File: src/bxm_pkg.sv
// Shared constants and types for the bus extension mode control block.
package bxm_pkg;
  // Operating mode, captured from the strap at reset.
  localparam logic MODE_PROC = 1'b0;
  localparam logic MODE_MEM = 1'b1;
  localparam logic MODE_RST = MODE_PROC;
  // Transaction buffer counts per direction and mode.
  localparam int BUF_DEPTH = 3;
  localparam logic [1:0] IN_BUFS_PROC = 2'h3;
  localparam logic [1:0] OUT_BUFS_PROC = 2'h3;
  localparam logic [1:0] IN_BUFS_MEM = 2'h3;
  localparam logic [1:0] OUT_BUFS_MEM = 2'h0;
  // Register offsets.
  localparam logic [7:0] REG_CTRL = 8'h00;
  localparam logic [7:0] REG_STAT = 8'h04;
  localparam logic [7:0] REG_MATCH = 8'h08;
  localparam logic [7:0] REG_MASK = 8'h0C;
  // Control register fields.
  localparam int CTL_MODE = 0;
  localparam int CTL_GMEM = 1;
  localparam int CTL_CACHE = 2;
  localparam int CTL_PREF = 3;
  localparam int CTL_MSG = 4;
  localparam int CTL_W = 5;
  localparam logic [CTL_W-1:0] CTL_RST = 5'h1C;
  // Status register fields.
  localparam int ST_IN = 0;
  localparam int ST_OUT = 2;
  localparam int ST_LOCK = 4;
  localparam int ST_BUSY = 5;
  // Address window reset values.
  localparam logic [31:0] MATCH_RST = 32'h0000_0000;
  localparam logic [31:0] MASK_RST = 32'h0000_0000;
  // Top byte of the message space.
  localparam logic [7:0] MSG_SPACE = 8'hFF;
  // One request packet.
  typedef struct packed {
    logic [31:0] addr;
    logic [31:0] wdata;
    logic write;
    logic rmw;
    logic hit;
  } bxm_req_s;
  // One reply packet.
  typedef struct packed {
    logic [31:0] data;
    logic err;
  } bxm_rpy_s;
  localparam int REQ_W = $bits(bxm_req_s);
endpackage

File: src/bxm_mode_ctrl.sv
// Mode capture and mode-dependent request routing of the bus extension unit.
// Function
// - Sample strap in the first cycle after reset release; record mode in local bus control register.
// - Processor mode enables cache, prefetch and message handling.
// - Pure processor module: local-bus slave only, no arbitration.
// - Processor mode with global memory: local-bus master and slave.
// - Outbound requests win over inbound ones in processor mode.
// - Memory mode: master only, no local requests, inbound only.
// - Memory mode disables cache, prefetch, messages; enables memory support.
// - Buffers: three in, three out in processor; three in, none in memory.
// - Message handling for processors exists only in processor mode.
// - Processor mode marks outbound read-modify-write with the lock signal.
// - Memory mode keeps internal locks making inbound read-modify-write atomic.
// - Dual-function pins take processor or memory meaning by mode.
// - Recognized address: identical access on other bus, or cache service.
// - Addresses pass unaltered; inbound served in arrival order with replies.
//
// Implementation choices: the strobed register port and the register offsets.
`timescale 1ns/10ps
module bxm_mode_ctrl (
  // Clock and reset.
  input wire logic ref_clk,
  input wire logic rst,
  // Strap.
  input wire logic mode_strap_pin,
  // Register port.
  input wire logic [7:0] reg_addr,
  input wire logic [31:0] reg_wdata,
  input wire logic reg_wr,
  input wire logic reg_rd,
  output logic [31:0] reg_rdata,
  // Local bus slave side, requests toward the system bus.
  input wire logic loc_req_valid,
  input wire bxm_pkg::bxm_req_s loc_req,
  output logic loc_req_ready,
  output logic loc_cache_serve,
  // System packet bus, outbound request.
  output logic sys_out_valid,
  output bxm_pkg::bxm_req_s sys_out,
  output logic sys_lock,
  // System packet bus, inbound request and reply.
  input wire logic sys_req_valid,
  input wire bxm_pkg::bxm_req_s sys_req,
  output logic sys_req_ready,
  output logic sys_rpy_valid,
  output bxm_pkg::bxm_rpy_s sys_rpy,
  // Local bus master side.
  output logic loc_arb_req,
  input wire logic loc_grant,
  output logic loc_mst_valid,
  output bxm_pkg::bxm_req_s loc_mst,
  input wire logic loc_done,
  input wire bxm_pkg::bxm_rpy_s loc_rdata,
  // Message delivery toward processors.
  output logic inter_agent_message,
  output logic [31:0] msg_addr,
  // Memory support status inputs.
  input wire logic [3:0] mem_status,
  // Mode and function enables.
  output logic mode_mem,
  output logic cache_en,
  output logic prefetch_en,
  output logic msg_en,
  output logic mem_sup_en,
  // Dual-function pins.
  output logic [7:0] dual_pins
);
  typedef enum logic [4:0] {
    ST_IDLE = 5'b00001,
    ST_ARB = 5'b00010,
    ST_WAIT = 5'b00100,
    ST_RPY = 5'b01000,
    ST_MSG = 5'b10000
  } bxm_state_e;

  bxm_state_e state_r;
  logic cap_done_r;
  logic mode_r;
  logic [bxm_pkg::CTL_W-1:0] ctl_r;
  logic [31:0] match_r;
  logic [31:0] mask_r;
  logic [31:0] reg_rdata_r;
  bxm_pkg::bxm_req_s cur_r;
  bxm_pkg::bxm_rpy_s rpy_r;
  logic rpy_valid_r;
  logic out_valid_r;
  bxm_pkg::bxm_req_s out_r;
  logic lock_r;
  logic cache_serve_r;
  logic arb_r;
  logic mst_valid_r;
  logic msg_r;
  logic [31:0] msg_addr_r;
  logic [4:0] en_r;
  logic [7:0] pins_r;
  logic ready_in_r;
  logic ready_out_r;

  logic out_full;
  logic out_empty;
  logic in_full;
  logic in_empty;
  logic [1:0] out_cnt;
  logic [1:0] in_cnt;
  bxm_pkg::bxm_req_s out_head;
  bxm_pkg::bxm_req_s in_head;
  logic out_pop;
  logic in_pop;
  logic in_push;
  logic lk_held;
  logic lk_block;
  logic lk_set;
  logic lk_clr;
  logic is_mem;
  logic master_ok;

  // Recognizes an address inside the window set by match and mask.
  function automatic logic in_window(input logic [31:0] a, input logic [31:0] m, input logic [31:0] k);
    in_window = ((a ^ m) & k) == 32'h0000_0000;
  endfunction

  // Message space sits at the top of the address range.
  function automatic logic is_msg(input logic [31:0] a);
    is_msg = (a[31:24] == bxm_pkg::MSG_SPACE);
  endfunction

  assign is_mem = (mode_r == bxm_pkg::MODE_MEM);
  // Master role in memory mode, or in processor mode with global memory.
  assign master_ok = is_mem || ctl_r[bxm_pkg::CTL_GMEM];

  // Mode capture in the first cycle after reset release; the strap is
  // never looked at again, so glitches on it later are harmless.
  always_ff @(posedge ref_clk or posedge rst)
  begin
    if (rst)
    begin
      cap_done_r <= 1'b0;
      mode_r <= bxm_pkg::MODE_RST;
    end
    else if (!cap_done_r)
    begin
      cap_done_r <= 1'b1;
      mode_r <= mode_strap_pin;
    end
  end

  // Register writes; the mode bit is read only.
  always_ff @(posedge ref_clk or posedge rst)
  begin
    if (rst)
    begin
      ctl_r <= bxm_pkg::CTL_RST;
      match_r <= bxm_pkg::MATCH_RST;
      mask_r <= bxm_pkg::MASK_RST;
    end
    else if (reg_wr)
    begin
      if (reg_addr == bxm_pkg::REG_CTRL)
        ctl_r <= {reg_wdata[bxm_pkg::CTL_W-1:1], 1'b0};
      if (reg_addr == bxm_pkg::REG_MATCH)
        match_r <= reg_wdata;
      if (reg_addr == bxm_pkg::REG_MASK)
        mask_r <= reg_wdata;
    end
  end

  // Register reads, data in the following cycle; unmapped reads as zero.
  always_ff @(posedge ref_clk or posedge rst)
  begin
    if (rst)
      reg_rdata_r <= 32'h0000_0000;
    else if (reg_rd)
    begin
      unique case (reg_addr)
        bxm_pkg::REG_CTRL: reg_rdata_r <= {27'h000_0000, ctl_r[bxm_pkg::CTL_W-1:1], mode_r};
        bxm_pkg::REG_STAT: reg_rdata_r <= {26'h000_0000, state_r != ST_IDLE, lk_held, out_cnt, in_cnt};
        bxm_pkg::REG_MATCH: reg_rdata_r <= match_r;
        bxm_pkg::REG_MASK: reg_rdata_r <= mask_r;
        default: reg_rdata_r <= 32'h0000_0000;
      endcase
    end
    else
      reg_rdata_r <= 32'h0000_0000;
  end

  // Outbound buffer: no capacity at all in memory mode.
  bxm_txn_fifo u_out (
    .ref_clk(ref_clk),
    .rst(rst),
    .cap(is_mem ? bxm_pkg::OUT_BUFS_MEM : bxm_pkg::OUT_BUFS_PROC),
    .push(loc_req_valid && ready_out_r),
    .din(loc_req),
    .full(out_full),
    .pop(out_pop),
    .head(out_head),
    .empty(out_empty),
    .count(out_cnt)
  );

  // Inbound buffer, served strictly in arrival order.
  bxm_txn_fifo u_in (
    .ref_clk(ref_clk),
    .rst(rst),
    .cap(is_mem ? bxm_pkg::IN_BUFS_MEM : bxm_pkg::IN_BUFS_PROC),
    .push(in_push),
    .din(sys_req),
    .full(in_full),
    .pop(in_pop),
    .head(in_head),
    .empty(in_empty),
    .count(in_cnt)
  );

  // Lock tracker, active in memory mode only.
  bxm_rmw_lock u_lock (
    .ref_clk(ref_clk),
    .rst(rst),
    .enable(is_mem),
    .set(lk_set),
    .clr(lk_clr),
    .addr(cur_r.addr),
    .query(in_head),
    .held(lk_held),
    .blocked(lk_block)
  );

  // Only requests inside the window, or messages, are taken from the system bus.
  assign in_push = sys_req_valid && ready_in_r
    && (in_window(sys_req.addr, match_r, mask_r) || is_msg(sys_req.addr));
  // Outbound goes first whenever both are waiting.
  assign out_pop = (state_r == ST_IDLE) && cap_done_r && !out_empty;
  assign in_pop = (state_r == ST_RPY) || (state_r == ST_MSG);
  // Locked read sets the lock when done; locked write releases it.
  assign lk_set = (state_r == ST_WAIT) && loc_done && cur_r.rmw && !cur_r.write;
  assign lk_clr = (state_r == ST_WAIT) && loc_done && cur_r.rmw && cur_r.write;

  // Ready flags registered; they look one push ahead so no entry is lost.
  always_ff @(posedge ref_clk or posedge rst)
  begin
    if (rst)
    begin
      ready_in_r <= 1'b0;
      ready_out_r <= 1'b0;
    end
    else
    begin
      ready_in_r <= cap_done_r && (in_cnt + {1'b0, in_push} < bxm_pkg::IN_BUFS_PROC) && !in_full;
      ready_out_r <= cap_done_r && !is_mem
        && ({1'b0, out_cnt} + {2'b00, loc_req_valid && ready_out_r} < {1'b0, bxm_pkg::OUT_BUFS_PROC}) && !out_full;
    end
  end

  // Request engine: outbound issue, inbound local access, reply.
  always_ff @(posedge ref_clk or posedge rst)
  begin
    if (rst)
    begin
      state_r <= ST_IDLE;
      cur_r <= '0;
      rpy_r <= '0;
    end
    else
    begin
      unique case (state_r)
        ST_IDLE:
        begin
          if (cap_done_r && out_empty && !in_empty && !lk_block)
          begin
            cur_r <= in_head;
            if (is_msg(in_head.addr))
            begin
              // A message reply carries no data, so no stale word or error leaks out.
              rpy_r <= '0;
              state_r <= ST_MSG;
            end
            else if (master_ok)
              state_r <= ST_ARB;
            else
            begin
              rpy_r <= '{data: 32'h0000_0000, err: 1'b1};
              state_r <= ST_RPY;
            end
          end
        end
        ST_ARB:
          if (loc_grant)
            state_r <= ST_WAIT;
        ST_WAIT:
          if (loc_done)
          begin
            rpy_r <= loc_rdata;
            state_r <= ST_RPY;
          end
        ST_MSG:
          state_r <= ST_IDLE;
        ST_RPY:
          state_r <= ST_IDLE;
      endcase
    end
  end

  // Reply packets, one per inbound request, in order.
  always_ff @(posedge ref_clk or posedge rst)
  begin
    if (rst)
    begin
      rpy_valid_r <= 1'b0;
      msg_r <= 1'b0;
      msg_addr_r <= 32'h0000_0000;
    end
    else
    begin
      rpy_valid_r <= in_pop;
      msg_r <= (state_r == ST_MSG) && !is_mem && ctl_r[bxm_pkg::CTL_MSG];
      if (state_r == ST_MSG)
        msg_addr_r <= cur_r.addr;
    end
  end

  // Local master access with the address unaltered, arbitration only as master.
  always_ff @(posedge ref_clk or posedge rst)
  begin
    if (rst)
    begin
      arb_r <= 1'b0;
      mst_valid_r <= 1'b0;
    end
    else
    begin
      arb_r <= (state_r == ST_IDLE && cap_done_r && out_empty && !in_empty && !lk_block
        && master_ok && !is_msg(in_head.addr)) || (state_r == ST_ARB && !loc_grant);
      mst_valid_r <= (state_r == ST_ARB) && loc_grant;
    end
  end

  // Outbound issue: plain read hits are served locally while the cache is on; all else goes out identically.
  always_ff @(posedge ref_clk or posedge rst)
  begin
    if (rst)
    begin
      out_valid_r <= 1'b0;
      out_r <= '0;
      lock_r <= 1'b0;
      cache_serve_r <= 1'b0;
    end
    else
    begin
      // Locked reads always go out, so the lock signal can mark them on the system bus.
      cache_serve_r <= out_pop && out_head.hit && en_r[bxm_pkg::CTL_CACHE] && !out_head.write
        && !out_head.rmw;
      out_valid_r <= out_pop && !(out_head.hit && en_r[bxm_pkg::CTL_CACHE] && !out_head.write && !out_head.rmw);
      if (out_pop)
      begin
        out_r <= out_head;
        lock_r <= out_head.rmw && !is_mem;
      end
      else
        lock_r <= 1'b0;
    end
  end

  // Function enables follow the mode; software can only narrow them.
  always_ff @(posedge ref_clk or posedge rst)
  begin
    if (rst)
      en_r <= 5'h00;
    else
    begin
      en_r[bxm_pkg::CTL_MODE] <= is_mem;
      en_r[bxm_pkg::CTL_GMEM] <= master_ok;
      en_r[bxm_pkg::CTL_CACHE] <= !is_mem && ctl_r[bxm_pkg::CTL_CACHE];
      en_r[bxm_pkg::CTL_PREF] <= !is_mem && ctl_r[bxm_pkg::CTL_PREF];
      en_r[bxm_pkg::CTL_MSG] <= !is_mem && ctl_r[bxm_pkg::CTL_MSG];
    end
  end

  // Dual-function pins. Processor: cache read, cache write, two message
  // lines. Memory: direction, data enable, error, fault, corrected,
  // memory-or-register, uncorrectable, ECC.
  always_ff @(posedge ref_clk or posedge rst)
  begin
    if (rst)
      pins_r <= 8'h00;
    else if (is_mem)
      pins_r <= {mem_status[3], mem_status[2], !cur_r.addr[31], mem_status[1], mem_status[0],
        mem_status[0] || mem_status[2], state_r == ST_WAIT, cur_r.write};
    else
      pins_r <= {6'h00, out_pop && !out_head.write && en_r[bxm_pkg::CTL_CACHE],
        out_pop && out_head.write && en_r[bxm_pkg::CTL_CACHE]} | {4'h0, 2'b00, 2'b00}
        | {2'b00, msg_r, state_r == ST_MSG, 4'h0};
  end

  // Outputs straight from flip-flops.
  assign reg_rdata = reg_rdata_r;
  assign loc_req_ready = ready_out_r;
  assign loc_cache_serve = cache_serve_r;
  assign sys_out_valid = out_valid_r;
  assign sys_out = out_r;
  assign sys_lock = lock_r;
  assign sys_req_ready = ready_in_r;
  assign sys_rpy_valid = rpy_valid_r;
  assign sys_rpy = rpy_r;
  assign loc_arb_req = arb_r;
  assign loc_mst_valid = mst_valid_r;
  assign loc_mst = cur_r;
  assign inter_agent_message = msg_r;
  assign msg_addr = msg_addr_r;
  assign mode_mem = en_r[bxm_pkg::CTL_MODE];
  assign cache_en = en_r[bxm_pkg::CTL_CACHE];
  assign prefetch_en = en_r[bxm_pkg::CTL_PREF];
  assign msg_en = en_r[bxm_pkg::CTL_MSG];
  assign mem_sup_en = en_r[bxm_pkg::CTL_MODE];
  assign dual_pins = pins_r;
endmodule

File: src/bxm_txn_fifo.sv
// Small in-order transaction buffer with a mode-dependent capacity.
`timescale 1ns/10ps
module bxm_txn_fifo (
  // Clock and reset.
  input wire logic ref_clk,
  input wire logic rst,
  // Capacity in entries, zero disables the buffer.
  input wire logic [1:0] cap,
  // Fill side.
  input wire logic push,
  input wire bxm_pkg::bxm_req_s din,
  output logic full,
  // Drain side.
  input wire logic pop,
  output bxm_pkg::bxm_req_s head,
  output logic empty,
  output logic [1:0] count
);
  bxm_pkg::bxm_req_s mem_r [bxm_pkg::BUF_DEPTH];
  logic [1:0] rd_r;
  logic [1:0] wr_r;
  logic [1:0] cnt_r;

  // Full against the capacity, so a zero capacity takes nothing.
  assign full = (cnt_r >= cap);
  assign empty = (cnt_r == 2'h0);
  assign count = cnt_r;
  assign head = mem_r[rd_r];

  // Pointer and count update; a push into a full buffer is dropped.
  always_ff @(posedge ref_clk or posedge rst)
  begin
    if (rst)
    begin
      rd_r <= 2'h0;
      wr_r <= 2'h0;
      cnt_r <= 2'h0;
    end
    else
    begin
      if (push && !full)
        wr_r <= (wr_r == 2'h2) ? 2'h0 : wr_r + 2'h1;
      if (pop && !empty)
        rd_r <= (rd_r == 2'h2) ? 2'h0 : rd_r + 2'h1;
      cnt_r <= cnt_r + {1'b0, push && !full} - {1'b0, pop && !empty};
    end
  end

  // Storage carries no reset; entries are read only while counted.
  always_ff @(posedge ref_clk)
  begin
    if (push && !full)
      mem_r[wr_r] <= din;
  end
endmodule

File: src/bxm_rmw_lock.sv
// Internal read-modify-write lock for inbound requests in memory mode.
`timescale 1ns/10ps
module bxm_rmw_lock (
  // Clock and reset.
  input wire logic ref_clk,
  input wire logic rst,
  // Lock control.
  input wire logic enable,
  input wire logic set,
  input wire logic clr,
  input wire logic [31:0] addr,
  // Query for the next request.
  input wire bxm_pkg::bxm_req_s query,
  output logic held,
  output logic blocked
);
  logic held_r;
  logic [31:0] addr_r;

  assign held = held_r;
  // Only the closing locked write may touch a locked word.
  assign blocked = held_r && (query.addr == addr_r) && !(query.rmw && query.write);

  // Set on the locked read, release on the locked write.
  always_ff @(posedge ref_clk or posedge rst)
  begin
    if (rst)
    begin
      held_r <= 1'b0;
      addr_r <= 32'h0000_0000;
    end
    else if (!enable)
      held_r <= 1'b0;
    else if (set)
    begin
      held_r <= 1'b1;
      addr_r <= addr;
    end
    else if (clr)
      held_r <= 1'b0;
  end
endmodule

File: config.mk
export PLATFORM = sky130hd
export DESIGN_NAME = bxm_mode_ctrl
export DESIGN_NICKNAME = d
export VERILOG_FILES = /design/src/bxm_pkg.sv /design/src/bxm_mode_ctrl.sv /design/src/bxm_txn_fifo.sv /design/src/bxm_rmw_lock.sv
export SDC_FILE = /design/constraint.sdc
export NUM_CORES = 1
export LEC_CHECK = 0
export BUFFER_PORTS_ARGS = -buffer_cell sky130_fd_sc_hd__buf_2
export CAP_MARGIN = 20
export CORE_MARGIN = 2
export CORE_UTILIZATION = 59
export DETAILED_ROUTE_END_ITERATION = 12
export GPL_TIMING_DRIVEN = 0
export PLACE_DENSITY_LB_ADDON = 0.3
export SLEW_MARGIN = 20
export SYNTH_ARGS = -nofsm -noshare
export SYNTH_HDL_FRONTEND = slang
export SYNTH_SLANG_ARGS = --single-unit
File: constraint.sdc
create_clock -name ref_clk -period 26.7 [get_ports ref_clk]
set_input_delay 5.34 -clock ref_clk [delete_from_list [all_inputs] [get_ports ref_clk]]
set_output_delay 5.34 -clock ref_clk [all_outputs]
set_load 0.01 [all_outputs]
Word level (Yosys, flattened, before mapping). Memories as Yosys holds them, arrays and structs flattened. Cells that the tools add are included.

Flip-flop bits (word level): 373. Latch bits: 0. RAM bits: 402. Bits in read-only memories: 0. Bits of input ports: 220. Word-level logic and storage cells: 187. Memories kept: 2.

Add/sub/neg operators: 10. $mul: 0. Div/mod/pow operators: 0. Magnitude comparators: 4. Equal/unequal tests: 21. Shift operators: 0. Mux-type cells: 27. Bitwise gates (word level): 3. Reductions and logical operators: 81.

Memories: u_in.mem_r (words 3, width 67, read ports 1, clocked after Yosys merged registers in 0, write ports 1, RTL line bxm_txn_fifo.sv:19) `bxm_pkg::bxm_req_s mem_r [bxm_pkg::BUF_DEPTH];`; u_out.mem_r (words 3, width 67, read ports 1, clocked after Yosys merged registers in 0, write ports 1, RTL line bxm_txn_fifo.sv:19).

Operators with widths (number): two-way mux 33 bit (4); case mux 32 bit (4 select lines) (1); case mux 33 bit (2 select lines) (1); logical AND 1 bit (49); AND 32 bit (1); equality test 32 bit (1); logical NOT 32 bit (1); two-way mux 32 bit (1); bitwise XOR 32 bit (1); two-way mux 5 bit (4); case mux 5 bit (4 select lines) (1); equality test 8 x 4 -> 1 bit, second input constant (2); equality test 8 bit, second input constant (2); logical NOT 1 bit (14); two-way mux 2 bit (5); AND reduction 2 bit (5); adder 2 x 1 -> 2 bit, second input constant (4); equality test 2 bit, second input constant (4); equality test 8 x 3 -> 1 bit, second input constant (1); logical NOT 8 bit (1); two-way mux 1 bit (8); two-way mux 8 bit (1); adder 2 x 1 -> 2 bit (3); bitwise OR 2 x 6 -> 6 bit (1); 23 further kinds (30).

Depth between registers and ports, before layout.
Depth in word-level cells: 9. Gate-level depth with buffers: 14. Depth with buffers taken out: 10.

By module. From an unflattened synthesis, not the netlist that was laid out.

Cells, all modules: 2038. Area, all modules: 30180.2 um2.

By module, submodules not included: bxm_mode_ctrl (instances 1, cells each 1001, area each 13026.2 um2, sequential area each 8187.9 um2); bxm_txn_fifo (u_out) (instances 1, cells each 460, area each 7787.5 um2, sequential area each 6185.9 um2); bxm_txn_fifo (u_in) (instances 1, cells each 460, area each 7782.5 um2, sequential area each 6185.9 um2); bxm_rmw_lock (instances 1, cells each 117, area each 1584.0 um2, sequential area each 825.8 um2).

Worst setup path before layout. No wires, ideal clock.

Path kind: input-to-reg. From: input port sys_req[66] in the netlist's numbering. To: memory u_in.mem_r[1][0] in the netlist's numbering (enable). Setup time: 0.588 ns. Arrival: 11.328 ns. Path slack: 14.783 ns. Stages on the path: 7. Buffers on the path: 0. Cells stage by stage: xor2_1 > a22oi_1 > nand4_1 > nor4_1 > o211ai_1 > nand2b_1 > nor3b_1.

Word-level cells in the longest chain between the ends: 8.

Ends and longest elaborated chain: start, declared (RTL line bxm_mode_ctrl.sv:43) `input wire bxm_pkg::bxm_req_s sys_req,`; bitwise XOR 32 bit (RTL line bxm_mode_ctrl.sv:119) `in_window = ((a ^ m) & k) == 32'h0000_0000;`; AND 32 bit (RTL line bxm_mode_ctrl.sv:119); logical NOT 32 bit (RTL line bxm_mode_ctrl.sv:119); logical OR 1 bit * (RTL line bxm_mode_ctrl.sv:229) `&& (in_window(sys_req.addr, match_r, mask_r) || is_msg(sys_req.addr));`; logical AND 1 bit * (RTL line bxm_mode_ctrl.sv:229); logical AND 1 bit * (RTL line bxm_txn_fifo.sv:52) `if (push && !full)`; two-way mux 1 bit * (RTL line bxm_txn_fifo.sv:52); two-way mux 1 bit (implied by the code) * (RTL line bxm_txn_fifo.sv:53) `mem_r[wr_r] <= din;`; end, declared (RTL line bxm_txn_fifo.sv:19).

Every way passes the cells marked *; elsewhere a longest branch is shown, timed or not.

Final worst setup path.
From: input port sys_req[65] in the netlist's numbering. To: memory u_in.mem_r[1][2] in the netlist's numbering (enable).

The elaborated chain is that of the path after synthesis.

==> impl_metrics.ini <==
[setup_path]
cp.arrival_ns = 8.48
reg2reg_from = u_in.rd_r[1]
required_ns = 27.00
start_kind = input pin
r2r_end = loc_mst[43]
reg2reg_depth = 10
end_kind = flip-flop
cp_max_fo = 10
setup.worst_path.class = input pin to flip-flop
ff2ff_setup_slack_ns = 22.88

[final_layout]
drive_gt1_share_pct = 30.6
layout_commonest_cell = buf_2
area_delta_synth_final_pct = 20.7
final_util_pct = 72.4
layout_common_cells = buf_2, edfxtp_1, dfrtp_1, nand2_1, mux2i_1
nets = 2934
fin_area_mm2 = 0.0364

[floorplan]
die_x_um = 230
rows = 82
pin_count = 473
fp.coreArea_mm2 = 0.0503
die-area_mm2 = 0.0530
start_util_pct = 60.0
fp.dieH_um = 230

[run_status]
outcome = complete, no violations

[synthesis]
async_flop_share_pct = 48.1
synth_seq_area_share_pct = 70.9
yosys.cell_types.count = 64
synth_top_family_by_area = multiplexers
synth_edf_count = 402
ys.flop_type = edfxtp_1
syn_area_mm2 = 0.0302
synth_simple_gate_area_share_pct = 6.02
syn_avg_cell_area_um2 = 14.3
synth_mux_area_share_pct = 11.7
syn_nets = 2332
netlist_instances = 2103
synth_fa_ha_area_share_pct = 0.373
synth_xor_xnor_area_share_pct = 1.54
ys_warn_count = 0
ys_seq_elements = 774
synth_compound_gate_area_share_pct = 7.34

[sta]
tightestPinTransition_ns = 0.887
finalSetupTns_ns = 0
setup_viol = 0
grt_setup_unrepaired = false
drv_slew = 0
min_period_over_period_pct = 30.6
fmax_mhz = 122
skew_ns = 0.0210
hold_violations = 0
min_period_ns = 8.18
relSlewSlack_pct = 40.9

[routing]
totalWireLength_um = 79900
vias = 20021
drt_first_pass_iters = 5
avgRoutedWirePerCell_um = 23.1
drtAntennaViolNets = 0
drcViolationCount = 0
vias_per_cell = 5.79
drt_iter0_drc = 1694

[placement]
hpwlAfterDp_um = 58000
port_buffers = 471
dpl_cell_area_mm2 = 0.0340
place_congestion = 0.913

[grt]
first_global_vias = 20386
gr-total-overflow = 0
grt_usage_pct = 30.1
grt_pass1_wl_um = 120000
antenna_found_initial = 31
grt_max_degree = 110

[worst_hold_path]
min_path_type = flip-flop to flip-flop
min_from = is_mem
hold_depth = 0
min_to = en_r[0]

[clock_tree]
cts_root_buffer = clkbuf_16
worstSkewPairLatency_ns = 0.61
postCtsSetupBuffers = 0
h-tree-depth = 3
cts_sinks = 774
cts_tree = yes
post_cts_resized = 0
cts_hold_buf = 0
ctsLongestPathBuffers = 3
cts_buffers = 76
clk_pin_slew_worst_paths_ns = 0.06

[job]
drv_cap = 0

[pwr]
leakage_nw = 16.2
vdd_drop_max_mv = 0.0798
powerDensity_mw_per_mm2 = 93.5
## registers in the layout, indices dropped and copies added, names as in the netlist, 5 cells and up
name / cells
match_r: 32
sys_out: 67
reg_rdata: 32
msg_addr: 32
dual_pins: 8
u_out.mem_r: 201
sys_rpy: 33
u_in.mem_r: 201
u_lock.addr_r: 32
mask_r: 32
state_r: 5
loc_mst: 67
## worst max-delay path, stage by stage
cell	delay, ns
buf_2	0.26
xor2_1	0.12
a22oi_1	0.28
nand4_1	0.18
nor4_1	0.34
o211ai_1	0.22
nand2b_1	0.31
nor3b_2	0.70
buf_4	0.33
buf_4	0.19
buf_4	0.20
## cell usage after synthesis (all sizes together) (7+ instances only)
master	number	area [um^2]
a22oi	18	135
a211o	10	88.8
a21o	9	67.6
o211ai	11	82.6
o21ai	180	901
edfxtp	402	12100
nand4	11	68.8
inv	23	86.3
nor3	9	50.1
ha	9	113
nor2b	14	87.6
and2	8	50.1
and3	8	50.1
o31ai	33	248
a21oi	105	526
xor2	36	315
dfrtp	368	9210
nor3b	7	52.6
nor2	137	514
xnor2	17	149
buf	45	288
mux2i	158	1590
clkbuf	70	265
mux2	162	1830
nor4	8	56.3
nand2	191	717
## metrics by stage
step           total power, mW  cells  hold WS, ns  worst slack [ns]
2_1_floorplan             2.04   2103        0.376             11.04
3_3_place_gp              2.35   3246        0.405              6.92
3_5_place_dp              2.39   3299        0.409             17.89
4_1_cts                   3.41   3436        0.429             18.52
5_1_grt                   3.55   3453        0.456             18.37
6_report                  3.40   3458        0.427             18.52
## area by class of cell
cell class              count  area (um^2)
fillers                  3259        13900
inverters                  23         93.8
well taps                 672          841
multi-input cells        1191         8180
clock inverters            26          186
plain buffers             115          553
clock buffers             111         2200
flip-flops and latches    774        21400
diodes                     22         55.1
repair buffers            524         2920
## per-layer routing
| layer | global-route usage, % | up-vias | share of wire (%) |
|---|---|---|---|
| li1 | - | 8876 | - |
| met1 | 37.4 | 10066 | 37 |
| met2 | 50.7 | 844 | 50 |
| met3 | 7.20 | 221 | 7.9 |
| met4 | 13.2 | 14 | 4.6 |
| met5 | 0 | - | 0.10 |
## worst max-delay path by stage
stage           startpoint                 to  cells after the start
2_1_floorplan          rst         cap_done_r                      1
3_3_place_gp           rst        loc_mst[21]                      2
3_5_place_dp   sys_req[65]  u_in.mem_r[0][18]                     12
4_1_cts        sys_req[65]  u_in.mem_r[0][20]                     12
5_1_grt        sys_req[65]  u_in.mem_r[0][16]                     12
6_report       sys_req[65]   u_in.mem_r[1][2]                     11
## report_power, final
part / leakage [nW] / switching, mW / internal [mW]
Sequential: 8.61 / 0.110 / 1.43
Clock: 1.16 / 0.440 / 0.591
Combinational: 6.42 / 0.512 / 0.324
Total: 16.2 / 1.06 / 2.34
## cell families (layout without fill, tap and decap cells)
family,after synthesis,in the layout
other,1,23
multiplexers,325,325
buffers and inverters,138,799
XOR/XNOR,53,53
AND/OR/NAND/NOR,417,417
adder cells (fa/ha/maj),9,9
AO/OA/AOI/OAI,386,386
flip-flops,774,774
No activity file was read; power rests on OpenSTA's default activity.
